## src/hdl/scc_pkg.sv

```systemverilog
// Purpose: shared constants for the six channel sample/convert control pair
// Assumes: one 10 MHz clock shared by both ends, synchronous inputs
// Notes:   times are kept in ns and turned into cycles here
//
// What this block does
// - host holds pair strobe low long enough
// - strobe fall holds both pair inputs together
// - busy low 15 cycles, high after latch
// - read plus select low drives result out
// - conversion and acquisition phases share period
// - host may read during next conversion
// - conversion clock sets the sample rate
// - all three strobes together hold six
// - six result words: valid, channel, 12 bits
// - mode lines pick direct, cycle or fifo
// - fifo lets one pair fill all slots
// - host keeps clock running, not too fast
// - reset clears results, aborts, resamples
// - host reset low and gap before hold
// - result readable once busy returns high
// - one conversion takes at least 16 cycles
// - same cycle holds convert A, B, C order
// - repeat strobes ignored until conversion done
// - top bit set only for valid word
// - channel codes A0..C1 are 000..101
package scc_pkg;
  localparam int CLK_PERIOD_NS  = 100;
  localparam int REF_PERIOD_NS  = 125;  // 8 MHz reference rate
  localparam int CONV_NS        = 1750;
  localparam int ACQ_NS         = 250;
  localparam int CONV_CYCLES    = (CONV_NS + ACQ_NS) / REF_PERIOD_NS;
  localparam int BUSY_CYCLES    = 13;
  localparam int WORDS_PER_PAIR = 2;
  localparam int ACQ_LEFT       = CONV_CYCLES - BUSY_CYCLES - WORDS_PER_PAIR;
  // host side minimum times, rounded up to whole cycles
  localparam int HOLD_LOW_NS    = 20;
  localparam int HOLD_HIGH_NS   = 15;
  localparam int RST_LOW_NS     = 20;
  localparam int RST_GAP_NS     = 20;
  localparam int ADDR_SETUP_NS  = 10;
  localparam int RD_LOW_NS      = 50;
  localparam int RD_HIGH_NS     = 30;
  localparam int HOLD_LOW_CYC   =
    (HOLD_LOW_NS + CLK_PERIOD_NS - 1) / CLK_PERIOD_NS;
  localparam int HOLD_HIGH_CYC  =
    (HOLD_HIGH_NS + CLK_PERIOD_NS - 1) / CLK_PERIOD_NS;
  localparam int RST_LOW_CYC    =
    (RST_LOW_NS + CLK_PERIOD_NS - 1) / CLK_PERIOD_NS;
  localparam int RST_GAP_CYC    =
    (RST_GAP_NS + CLK_PERIOD_NS - 1) / CLK_PERIOD_NS;
  localparam int SETUP_CYC      =
    (ADDR_SETUP_NS + CLK_PERIOD_NS - 1) / CLK_PERIOD_NS;
  // one extra strobe cycle covers the device's registered data output
  localparam int RD_LOW_CYC     =
    (RD_LOW_NS + CLK_PERIOD_NS - 1) / CLK_PERIOD_NS + 1;
  localparam int RD_HIGH_CYC    =
    (RD_HIGH_NS + CLK_PERIOD_NS - 1) / CLK_PERIOD_NS;
  // word layout
  localparam int WORD_W     = 16;
  localparam int DATA_W     = 12;
  localparam int VALID_BIT  = 15;
  localparam int CODE_LSB   = 12;
  localparam int NUM_PAIRS  = 3;
  localparam int NUM_CHAN   = 6;
  localparam int FIFO_DEPTH = 16;
  // mode select codes
  localparam logic [2:0] MODE_LAST_DIRECT = 3'h5;
  localparam logic [2:0] MODE_CYCLE       = 3'h6;
  localparam logic [2:0] MODE_FIFO        = 3'h7;
  localparam logic [2:0] MODE_RESET       = 3'h0;

  typedef enum logic [1:0] {
    SCC_IDLE  = 2'b00,
    SCC_CONV  = 2'b01,
    SCC_LATCH = 2'b11,
    SCC_ACQ   = 2'b10
  } scc_conv_t;

  typedef enum logic [1:0] {
    SCC_RD_IDLE   = 2'b00,
    SCC_RD_SETUP  = 2'b01,
    SCC_RD_STROBE = 2'b11,
    SCC_RD_RECOV  = 2'b10
  } scc_rd_t;
endpackage

```

## src/hdl/scc_link_if.sv

```systemverilog
// Purpose: pins between the converter control and its host
// Assumes: both ends on the same clock
// Notes:   the data bus is modelled as drive plus enable, no float
interface scc_link_if;
  logic [2:0]  hold_n;    // per pair hold strobe, low holds
  logic        reset_n;
  logic        rd_n;
  logic        cs_n;
  logic [2:0]  mode_sel;
  logic        busy_n;
  logic [15:0] data_out;
  logic        data_oe;
  logic [15:0] data;      // resolved bus level seen by the host

  // an undriven bus reads as zero here
  assign data = data_oe ? data_out : 16'h0000;

  modport dev  (input hold_n, reset_n, rd_n, cs_n, mode_sel,
                output busy_n, data_out, data_oe);
  modport host (output hold_n, reset_n, rd_n, cs_n, mode_sel,
                input busy_n, data);
endinterface

```

## src/hdl/scc_device.sv

```systemverilog
// Purpose: converter end: hold capture, conversion sequencing, readout
// Assumes: analog values arrive ready digitised on SAMPLE_I
// Notes:   result fifo sits between the converter and the readout port
module scc_fifo #(
  parameter int W = 16,
  parameter int D = 16
) (
  // clock and reset
  input  wire logic         clk_i,
  input  wire logic         rst_i,
  // write side
  input  wire logic         in_valid_i,
  output logic              in_ready_o,
  input  wire logic [W-1:0] in_data_i,
  // read side
  output logic              out_valid_o,
  input  wire logic         out_ready_i,
  output logic [W-1:0]      out_data_o
);
  localparam int AW = $clog2(D);
  logic [W-1:0] mem [D];
  logic [AW:0]  wr_ptr;
  logic [AW:0]  rd_ptr;
  logic [AW:0]  next_wr_ptr;
  logic [AW:0]  next_rd_ptr;
  logic         push;
  logic         pop;

  // extra pointer bit tells full from empty
  assign in_ready_o  = (wr_ptr - rd_ptr) != (AW+1)'(D);
  assign out_valid_o = wr_ptr != rd_ptr;
  assign out_data_o  = mem[rd_ptr[AW-1:0]];
  assign push        = in_valid_i & in_ready_o;
  assign pop         = out_valid_o & out_ready_i;

  always_comb begin
    next_wr_ptr = push ? wr_ptr + 1'b1 : wr_ptr;
    next_rd_ptr = pop ? rd_ptr + 1'b1 : rd_ptr;
  end

  always_ff @(posedge clk_i) begin
    if (rst_i) begin
      wr_ptr <= '0;
      rd_ptr <= '0;
    end else begin
      wr_ptr <= next_wr_ptr;
      rd_ptr <= next_rd_ptr;
    end
    if (push) begin
      mem[wr_ptr[AW-1:0]] <= in_data_i;
    end
  end
endmodule

module scc_device
  import scc_pkg::*;
(
  // clock and reset
  input  wire logic                          CLK_I,
  input  wire logic                          RESET_I,
  // link to the host
  scc_link_if.dev                            LINK,
  // digitised inputs, channel k at bits 12k+11:12k
  input  wire logic [NUM_CHAN*DATA_W-1:0]    SAMPLE_I,
  // status
  output logic [NUM_PAIRS-1:0]               HELD_O,
  output logic                               CONVERTING_O
);
  import scc_pkg::*;

  logic                           rst;
  logic [NUM_PAIRS-1:0]           hold_q;
  logic [NUM_PAIRS-1:0]           accept;
  logic [NUM_PAIRS-1:0]           pending;
  logic [NUM_PAIRS-1:0]           next_pending;
  logic [2*DATA_W-1:0]            held [NUM_PAIRS];
  scc_conv_t                      state;
  scc_conv_t                      next_state;
  logic [3:0]                     cnt;
  logic [3:0]                     next_cnt;
  logic [1:0]                     cur;
  logic [1:0]                     next_cur;
  logic                           word_idx;
  logic                           next_word_idx;
  logic                           busy_n;
  logic                           push;
  logic                           fifo_in_ready;
  logic [WORD_W-1:0]              new_word;
  logic [2:0]                     new_code;
  logic [WORD_W-1:0]              res [NUM_CHAN];
  logic                           fifo_out_valid;
  logic [WORD_W-1:0]              fifo_out_data;
  logic                           rd_act;
  logic                           rd_q;
  logic                           rd_start;
  logic                           pop;
  logic [2:0]                     cyc_ptr;
  logic [2:0]                     next_cyc_ptr;
  logic [WORD_W-1:0]              out_word;
  logic [WORD_W-1:0]              next_out_word;
  logic                           out_oe;

  // pin reset and block reset act alike
  assign rst = RESET_I | ~LINK.reset_n;

  // a pair already waiting or converting ignores more strobes
  assign accept = hold_q & ~LINK.hold_n & ~pending;

  // channel code is pair times two plus input within pair
  assign new_code = {cur, word_idx};
  assign new_word = {1'b1, new_code,
                     held[cur][word_idx*DATA_W +: DATA_W]};
  assign push     = (state == SCC_LATCH) & fifo_in_ready;

  // conversion sequencer next state
  always_comb begin
    next_state    = state;
    next_cnt      = cnt;
    next_cur      = cur;
    next_word_idx = word_idx;
    next_pending  = pending | accept;
    case (state)
      SCC_IDLE, SCC_ACQ: begin
        if (state == SCC_ACQ && cnt != 4'(ACQ_LEFT - 1)) begin
          next_cnt = cnt + 4'h1;
        end else if (pending != '0) begin
          // fixed priority decides holds that landed together
          next_state = SCC_CONV;
          next_cnt   = 4'h0;
          next_cur   = pending[0] ? 2'h0 : (pending[1] ? 2'h1 : 2'h2);
        end else begin
          next_state = SCC_IDLE;
        end
      end
      SCC_CONV: begin
        next_cnt = cnt + 4'h1;
        if (cnt == 4'(BUSY_CYCLES - 1)) begin
          next_state    = SCC_LATCH;
          next_word_idx = 1'b0;
        end
      end
      SCC_LATCH: begin
        // a full fifo stalls here, stretching busy
        if (fifo_in_ready) begin
          next_word_idx = 1'b1;
          if (word_idx) begin
            next_state         = SCC_ACQ;
            next_cnt           = 4'h0;
            next_pending[cur]  = accept[cur];
          end
        end
      end
      default: begin
        next_state = SCC_IDLE;
      end
    endcase
  end

  // conversion sequencer registers
  always_ff @(posedge CLK_I) begin
    if (rst) begin
      state    <= SCC_IDLE;
      cnt      <= 4'h0;
      cur      <= 2'h0;
      word_idx <= 1'b0;
      pending  <= '0;
      hold_q   <= '1;
      busy_n   <= 1'b1;
    end else begin
      state    <= next_state;
      cnt      <= next_cnt;
      cur      <= next_cur;
      word_idx <= next_word_idx;
      pending  <= next_pending;
      hold_q   <= LINK.hold_n;
      busy_n   <= ~(next_state == SCC_CONV || next_state == SCC_LATCH);
    end
  end

  // both inputs of a pair are frozen on the same edge
  for (genvar p = 0; p < NUM_PAIRS; p++) begin : g_hold
    always_ff @(posedge CLK_I) begin
      if (accept[p]) begin
        held[p] <= SAMPLE_I[p*2*DATA_W +: 2*DATA_W];
      end
    end
  end

  // result registers, cleared by reset so their valid bit reads zero
  for (genvar c = 0; c < NUM_CHAN; c++) begin : g_res
    always_ff @(posedge CLK_I) begin
      if (rst) begin
        res[c] <= '0;
      end else if (push && new_code == 3'(c)) begin
        res[c] <= new_word;
      end
    end
  end

  scc_fifo #(
    .W (WORD_W),
    .D (FIFO_DEPTH)
  ) scc_fifo_inst (
    .clk_i       (CLK_I),
    .rst_i       (rst),
    .in_valid_i  (push),
    .in_ready_o  (fifo_in_ready),
    .in_data_i   (new_word),
    .out_valid_o (fifo_out_valid),
    .out_ready_i (pop),
    .out_data_o  (fifo_out_data)
  );

  // a read starts when read and select are first low together
  assign rd_act   = ~LINK.rd_n & ~LINK.cs_n;
  assign rd_start = rd_act & ~rd_q;
  assign pop      = rd_start & (LINK.mode_sel == MODE_FIFO) & fifo_out_valid;

  // readout next values, mode taken at the start of each read
  always_comb begin
    next_out_word = out_word;
    next_cyc_ptr  = cyc_ptr;
    if (rd_start) begin
      if (LINK.mode_sel <= MODE_LAST_DIRECT) begin
        next_out_word = res[LINK.mode_sel];
      end else if (LINK.mode_sel == MODE_CYCLE) begin
        next_out_word = res[cyc_ptr];
        next_cyc_ptr  = (cyc_ptr == 3'h5) ? 3'h0 : cyc_ptr + 3'h1;
      end else begin
        // empty fifo answers with the valid bit clear
        next_out_word = fifo_out_valid ? fifo_out_data : '0;
      end
    end
  end

  // readout registers
  always_ff @(posedge CLK_I) begin
    if (rst) begin
      out_word <= '0;
      out_oe   <= 1'b0;
      rd_q     <= 1'b0;
      cyc_ptr  <= MODE_RESET;
    end else begin
      out_word <= next_out_word;
      out_oe   <= rd_act;
      rd_q     <= rd_act;
      cyc_ptr  <= next_cyc_ptr;
    end
  end

  assign LINK.busy_n   = busy_n;
  assign LINK.data_out = out_word;
  assign LINK.data_oe  = out_oe;
  assign HELD_O        = pending;
  assign CONVERTING_O  = ~busy_n;
endmodule

```

## src/flat_wrapper.sv

```systemverilog
// flat-port wrapper written by rule: the top's interface ports become plain ports
module scc_device_flat import scc_pkg::*;
  (CLK_I, RESET_I, SAMPLE_I, HELD_O, CONVERTING_O, LINK_hold_n, LINK_reset_n, LINK_rd_n, LINK_cs_n, LINK_mode_sel, LINK_busy_n, LINK_data_out, LINK_data_oe);
  scc_link_if LINK_i ();
  input  wire logic CLK_I;
  input  wire logic RESET_I;
  input  wire logic [NUM_CHAN*DATA_W-1:0] SAMPLE_I;
  output logic [NUM_PAIRS-1:0] HELD_O;
  output logic CONVERTING_O;
  input wire logic [$bits(LINK_i.hold_n)-1:0] LINK_hold_n;
  input wire logic [$bits(LINK_i.reset_n)-1:0] LINK_reset_n;
  input wire logic [$bits(LINK_i.rd_n)-1:0] LINK_rd_n;
  input wire logic [$bits(LINK_i.cs_n)-1:0] LINK_cs_n;
  input wire logic [$bits(LINK_i.mode_sel)-1:0] LINK_mode_sel;
  output wire logic [$bits(LINK_i.busy_n)-1:0] LINK_busy_n;
  output wire logic [$bits(LINK_i.data_out)-1:0] LINK_data_out;
  output wire logic [$bits(LINK_i.data_oe)-1:0] LINK_data_oe;
  assign LINK_i.hold_n = LINK_hold_n;
  assign LINK_i.reset_n = LINK_reset_n;
  assign LINK_i.rd_n = LINK_rd_n;
  assign LINK_i.cs_n = LINK_cs_n;
  assign LINK_i.mode_sel = LINK_mode_sel;
  assign LINK_busy_n = LINK_i.busy_n;
  assign LINK_data_out = LINK_i.data_out;
  assign LINK_data_oe = LINK_i.data_oe;
  scc_device u_core (.CLK_I(CLK_I), .RESET_I(RESET_I), .LINK(LINK_i), .SAMPLE_I(SAMPLE_I), .HELD_O(HELD_O), .CONVERTING_O(CONVERTING_O));
endmodule
```

## config.mk

```make
export PLATFORM = sky130hd
export DESIGN_NAME = scc_device_flat
export DESIGN_NICKNAME = d
export VERILOG_FILES = /design/src/hdl/scc_pkg.sv /design/src/hdl/scc_link_if.sv /design/src/hdl/scc_device.sv /design/src/flat_wrapper.sv
export SDC_FILE = /design/constraint.sdc
export NUM_CORES = 1
export LEC_CHECK = 0
export ABC_AREA = 1
export BUFFER_PORTS_ARGS = -buffer_cell sky130_fd_sc_hd__buf_2
export CORE_MARGIN = 5
export CORE_UTILIZATION = 55
export CTS_CLUSTER_DIAMETER = 100
export CTS_CLUSTER_SIZE = 12
export DETAILED_ROUTE_END_ITERATION = 10
export GPL_TIMING_DRIVEN = 0
export PLACE_DENSITY = 0.73
export SLEW_MARGIN = 20
export SYNTH_ARGS = -nofsm -noshare
export SYNTH_HDL_FRONTEND = slang
export SYNTH_SLANG_ARGS = --single-unit
```

## constraint.sdc

```tcl
create_clock -name CLK_I -period 6.2 [get_ports CLK_I]
set_clock_uncertainty 0.15 [all_clocks]
set_input_delay 1.24 -clock CLK_I [delete_from_list [all_inputs] [get_ports CLK_I]]
set_output_delay 1.24 -clock CLK_I [all_outputs]
set_load 0.02 [all_outputs]
```

; Yosys cells after proc, flatten, opt, wreduce, memory -nomap -nowiden
; Memories as Yosys holds them, arrays and structs flattened. A register that Yosys moved wholly into a read port is not among the register bits.
; Cells that the tools add are included.
[word_totals]
output_inout_bits = 22
reg_bits = 46
inputBits = 83
elab_cells = 159
mem_bits_rw = 408
mem_count = 3
[memory_table]
columns = name, depth, word_bits, rd, rd_clocked_by_memory_dff, write_ports, line
row1 = u_core.scc_fifo_inst.mem, 16, 15, 1, 1, 1, scc_device.sv:21  ; logic [W-1:0] mem [D];
row2 = u_core.res, 6, 16, 2, 1, 6, scc_device.sv:90  ; logic [WORD_W-1:0] res [NUM_CHAN];
row3 = u_core.held, 3, 24, 1, 1, 3, scc_device.sv:76  ; logic [2*DATA_W-1:0] held [NUM_PAIRS];
[op_classes]
magnitude_cmp = 3
n_mul = 1
n_addsub = 5
eq_ne = 20
n_reduce_logical = 19
mux = 68
bitwise_logic = 27
n_shift = 1
[ops]
columns = operator, count
row1 = 16-bit 2-to-1 mux, 9
row2 = 1-bit 2-to-1 mux, 33
row3 = 4-bit 2-to-1 mux, 6
row4 = 24-bit by 6-bit variable part select with 12-bit output, 1
row5 = 3-bit 2-to-1 mux, 6
row6 = 2-bit 2-to-1 mux, 8
row7 = "3-bit == test, second input constant", 5
row8 = 4-bit one-hot mux with 3 select lines, 1
row9 = 3-bit AND reduction, 4
row10 = "5-bit by 1-bit adder with 5-bit output, second input constant", 2
row11 = 1-bit logical AND, 8
row12 = 1-bit NOT, 8
row13 = 1-bit bitwise AND, 7
row14 = 1-bit OR, 7
row15 = 3-bit bitwise AND, 2
row16 = "2-bit == test, second input constant", 3
row17 = "3-bit by 2-bit == test with 1-bit output, second input constant", 2
row18 = "2-bit by 1-bit inequality test with 1-bit output, second input constant", 3
row19 = 3-bit NOT, 2
row20 = 2-bit one-hot mux with 3 select lines, 1
row21 = 5-bit inequality test, 1
row22 = "5-bit inequality test, second input constant", 1
row23 = 5-bit subtractor, 1
row24 = "4-bit by 1-bit adder with 4-bit output, second input constant", 1
row25 = 21 further kinds, 22

; Logic depth before layout (Yosys ltp)
[depth]
word_depth = 9
ltp_mapped = 15
depth_no_buf = 15

; By module
; Synthesis repeated with hierarchy kept, for this count alone.
[unflattened]
cells_unflattened = 1989
hier_area_um2 = 20842.5
[modules_own_cells]
columns = module, seq_area_each_um2, cells_per_inst, instances, area_per_inst_um2
row1 = scc_fifo, 7967.6, 821, 1, 10785.3
row2 = scc_device, 5855.6, 1168, 1, 10057.1

; Least setup slack after synthesis
; OpenSTA, ideal clock, no wires.
[synth_path]
path_type = input-to-reg
from = input port LINK_hold_n[1]
to = register u_core.pending[0], in the netlist u_core.HELD_O[0]
setup_slack_ns = 2.546
t_arrival_ns = 3.444
stages = 5
n_path_buf = 0
t_required_ns = 5.990
setup_time_ns = 0.060
cell_sequence = nor3_1 > a21oi_1 > nand2_1 > nand4_1 > nand2_1
[synth_via]
elab_chain_len = 9
[synth_lines]
columns = element, line
row1 = from (decl), flat_wrapper.sv:10  ; input wire logic [$bits(LINK_i.hold_n)-1:0] LINK_hold_n;
row2 = 3-bit NOT, scc_device.sv:107  ; assign accept = hold_q & ~LINK.hold_n & ~pending;
row3 = 3-bit bitwise AND (2 in series), scc_device.sv:107
row4 = 1-bit binary-select mux with 2-bit select, scc_device.sv:149  ; next_pending[cur] = accept[cur];
row5 = 1-bit 2-to-1 mux (implied by the code), scc_device.sv:149
row6 = 3-bit bitwise mux, scc_device.sv:149
row7 = 3-bit 2-to-1 mux, scc_device.sv:146  ; if (word_idx) begin
row8 = 3-bit 2-to-1 mux, scc_device.sv:144  ; if (fifo_in_ready) begin
row9 = 3-bit 2-to-1 mux, scc_device.sv:122  ; case (state)
row10 = to (signal assigned), scc_device.sv:174  ; pending <= next_pending;
row11 = to (decl), scc_device.sv:74  ; logic [NUM_PAIRS-1:0] pending;
; Every way passes these cells. The select of a mux whose other input is x is not followed.
; A chain may end at the register's enable or synchronous reset.

==> out/results.ini <==
[run_status]
outcome = complete, no violations

[critical_path]
crit_buf_inv = 3
r2r_start = u_core.word_idx
slowest_stage = nand2_1
critPathMaxStageDelay_ns = 0.84
reg2reg_depth = 5
cpMostUsedCell = buf_2
critPathKind = in2reg
path_delay_family = simple AND/OR/NAND/NOR gates
cp-start-kind = primary input
r2r_end = u_core.res[1][9]
cp.arrival_ns = 3.47
rrSetupSlack_ns = 3.02
required_ns = 6.11
crit_path_end_kind = flop
crit_chain = buf_2, nor2_4, buf_2, clkbuf_1, nand2_1
crit_fanout = 16

[timing]
fin_crit_ns = 3.56
fmax_mhz = 281
finalSetupViolCount = 0
layout_setup_ws_ns = 2.64
period_share_pct = 57.4
rsz0062_at_grt = no
finalHoldViolCount = 0
setup_tns_ns = 0
maxSlewHeadroom_pct = 26.4
tightest_slew_ns = 1.10
drv_slew = 0

[drt]
routed_wl_um = 56000
avgRoutedWirePerCell_um = 21.0
drt_iter0_drc = 1650
vias_per_cell = 5.78
drc = 0
ant_nets = 0
dr.pass1.iters = 5
vias = 15400

[power_and_ir_drop]
leakage_nw = 9.11
power-per-cell-area_nw_per_um2 = 276
irDropWorstVdd_mv = 0.223
power.total_mw = 6.35

[logic_synthesis]
syn_avg_cell_area_um2 = 10.2
yosysWarningCount = 0
synthCells = 1989
synth-edff-count = 407
netlist_area_um2 = 20300
synth-compound-area-share_pct = 9.07
synth_seq_cells = 463
synthMuxAreaShare_pct = 0
synth_fa_ha_area_share_pct = 0.677
synth_flop_cell = edfxtp_1
synth_top_family_by_area = simple AND/OR/NAND/NOR gates
yosys.cell_types.count = 43
synthSimpleGateAreaFrac_pct = 18.0
yosysSeqAreaShare_pct = 65.6
ys_async_sr_fraction_pct = 0
synth_xor_area_share_pct = 0.344

[grt]
antenna_found_initial = 0
grt_overflow_total = 0
grt_pass1_wl_um = 85400
grt_max_degree = 22
grt_util_all_layers_pct = 26.9
grt_pass1_vias = 14900

[final_layout]
fin_util_pct = 63.1
diodes = 0
nNetsFinal = 2266
final_cell_mix = nand2_1 (419), edfxtp_1 (407), inv_1 (197)
layoutNonFillerInstCount = 2666
final_common_cell = nand2_1
area_growth_pct = 13.3
drive_above_1_share_pct = 12.0
num-fill-cells = 2872
layout.area.seq_um2 = 13300
multiInputGateArea_um2 = 5860

[placed_design]
place_worst_setup_slack_ns = 2.10
io_buffers = 101
hpwl_um = 39400
place_inst = 2594
globalplace.congestion = 0.920

[floorplan]
core_um2 = 36500
dieArea_um2 = 40900
io_pins = 105
row_count = 70
die_y_um = 202
start_util_pct = 55.7
die-width_um = 202

[clock_tree]
cts_tree = yes
cts_sinks = 463
numCtsBuffers = 44
cts_resized = 0
postCtsHoldBufs = 0
cts_root_buffer = clkbuf_16
clockBufferDepth = 3
postCtsSetupRepairBufs = 0
worstSkewPairLatency_ns = 0.58
clk_pin_slew_ns = 0.06
cts-htree-levels = 2

[worst_hold_path]
hold_depth = 2
worst_hold_path_type = reg2reg
hold_start = u_core.cyc_ptr[2]

[flow_run]
cap_violations = 0

-- metal layers --
| metal | share of wire, % | vias up | global-route usage (%) |
|---|---|---|---|
| li1 | - | 7127 | - |
| met1 | 39 | 7328 | 35.1 |
| met2 | 48 | 827 | 45.2 |
| met3 | 9.1 | 140 | 4.67 |
| met4 | 3.9 | 0 | 10.5 |
| met5 | 0 | - | 0 |
-- worst max-delay path by stage --
stage                    from           endpoint  slack, ns  depth (start not counted)
2_1_floorplan  LINK_hold_n[1]   u_core.HELD_O[0]       2.55                          5
3_3_place_gp   LINK_hold_n[1]   u_core.HELD_O[0]       1.57                          6
3_5_place_dp          RESET_I   u_core.res[1][9]       2.10                          5
4_1_cts               RESET_I  u_core.res[1][15]       2.70                          5
5_1_grt          LINK_reset_n  u_core.res[1][15]       2.56                          6
6_report              RESET_I   u_core.res[1][9]       2.64                          5
-- synthesized netlist by cell type, drive strengths merged (11+ instances only) --
cell    number  area (µm²)
nand2      424        1630
edfxtp     407       12200
nor2       203         815
inv        200         751
nand3      193        1030
o21ai      189         946
a21oi       87         439
clkbuf      59         223
dfxtp       56        1120
buf         53         295
o211ai      47         353
nor3        24         125
ha          11         138
-- worst register-to-register path, stage by stage, from the launching register on --
cell	delay, ns
dfxtp_1	0.75
clkbuf_2	0.36
inv_1	0.23
nor3_1	0.36
nand2_1	0.13
nand2_1	0.82
-- power breakdown --
group	switching (mW)	leakage [nW]	internal (mW)	total, mW
registers	0.0295	4.35	3.49	3.52
clock network	1.14	0.605	1.36	2.50
logic	0.255	4.16	0.0786	0.333
total	1.42	9.11	4.93	6.35
-- cell families (layout without fill, tap and decap cells) --
group           Yosys count  count (layout)
simple gates            854             854
flops                   463             463
compound gates          338             338
buf+inv                 314             513
fa+ha+maj                11              11
xor+xnor                  8               8
other cells               1              11
-- sequential cells by signal, summed over array words and instances (netlist names), named ones only --
register,count
u_core.LINK.busy_n,1
u_core.res,96
u_core.LINK.data_out,16
u_core.cnt,4
u_core.rd_q,1
u_core.hold_q,3
u_core.HELD_O,3
u_core.state,2
u_core.scc_fifo_inst.wr_ptr,5
u_core.scc_fifo_inst.rd_ptr,5
u_core.held,72
u_core.word_idx,1
u_core.cur,2
u_core.cyc_ptr,3
u_core.scc_fifo_inst.mem,240
-- per-stage QoR --
step	hold WS (ns)	instance area (µm²)
after floorplan	0.294	20400
after global placement	0.307	21500
after detailed placement	0.315	21800
after CTS	0.324	23000
after global routing	0.350	23000
final	0.322	23000
-- final cells by class --
cell class / instances / area share, %
Buffer: 112 / 2.25
Clock buffer: 68 / 5.17
Clock inverter: 4 / 0.342
Inverter: 202 / 3.29
Multi-Input combinational cell: 1222 / 25.4
Sequential cell: 463 / 57.9
Tap cell: 468 / 2.54
Timing Repair Buffer: 127 / 3.11
(Power assumes the default switching activity.)
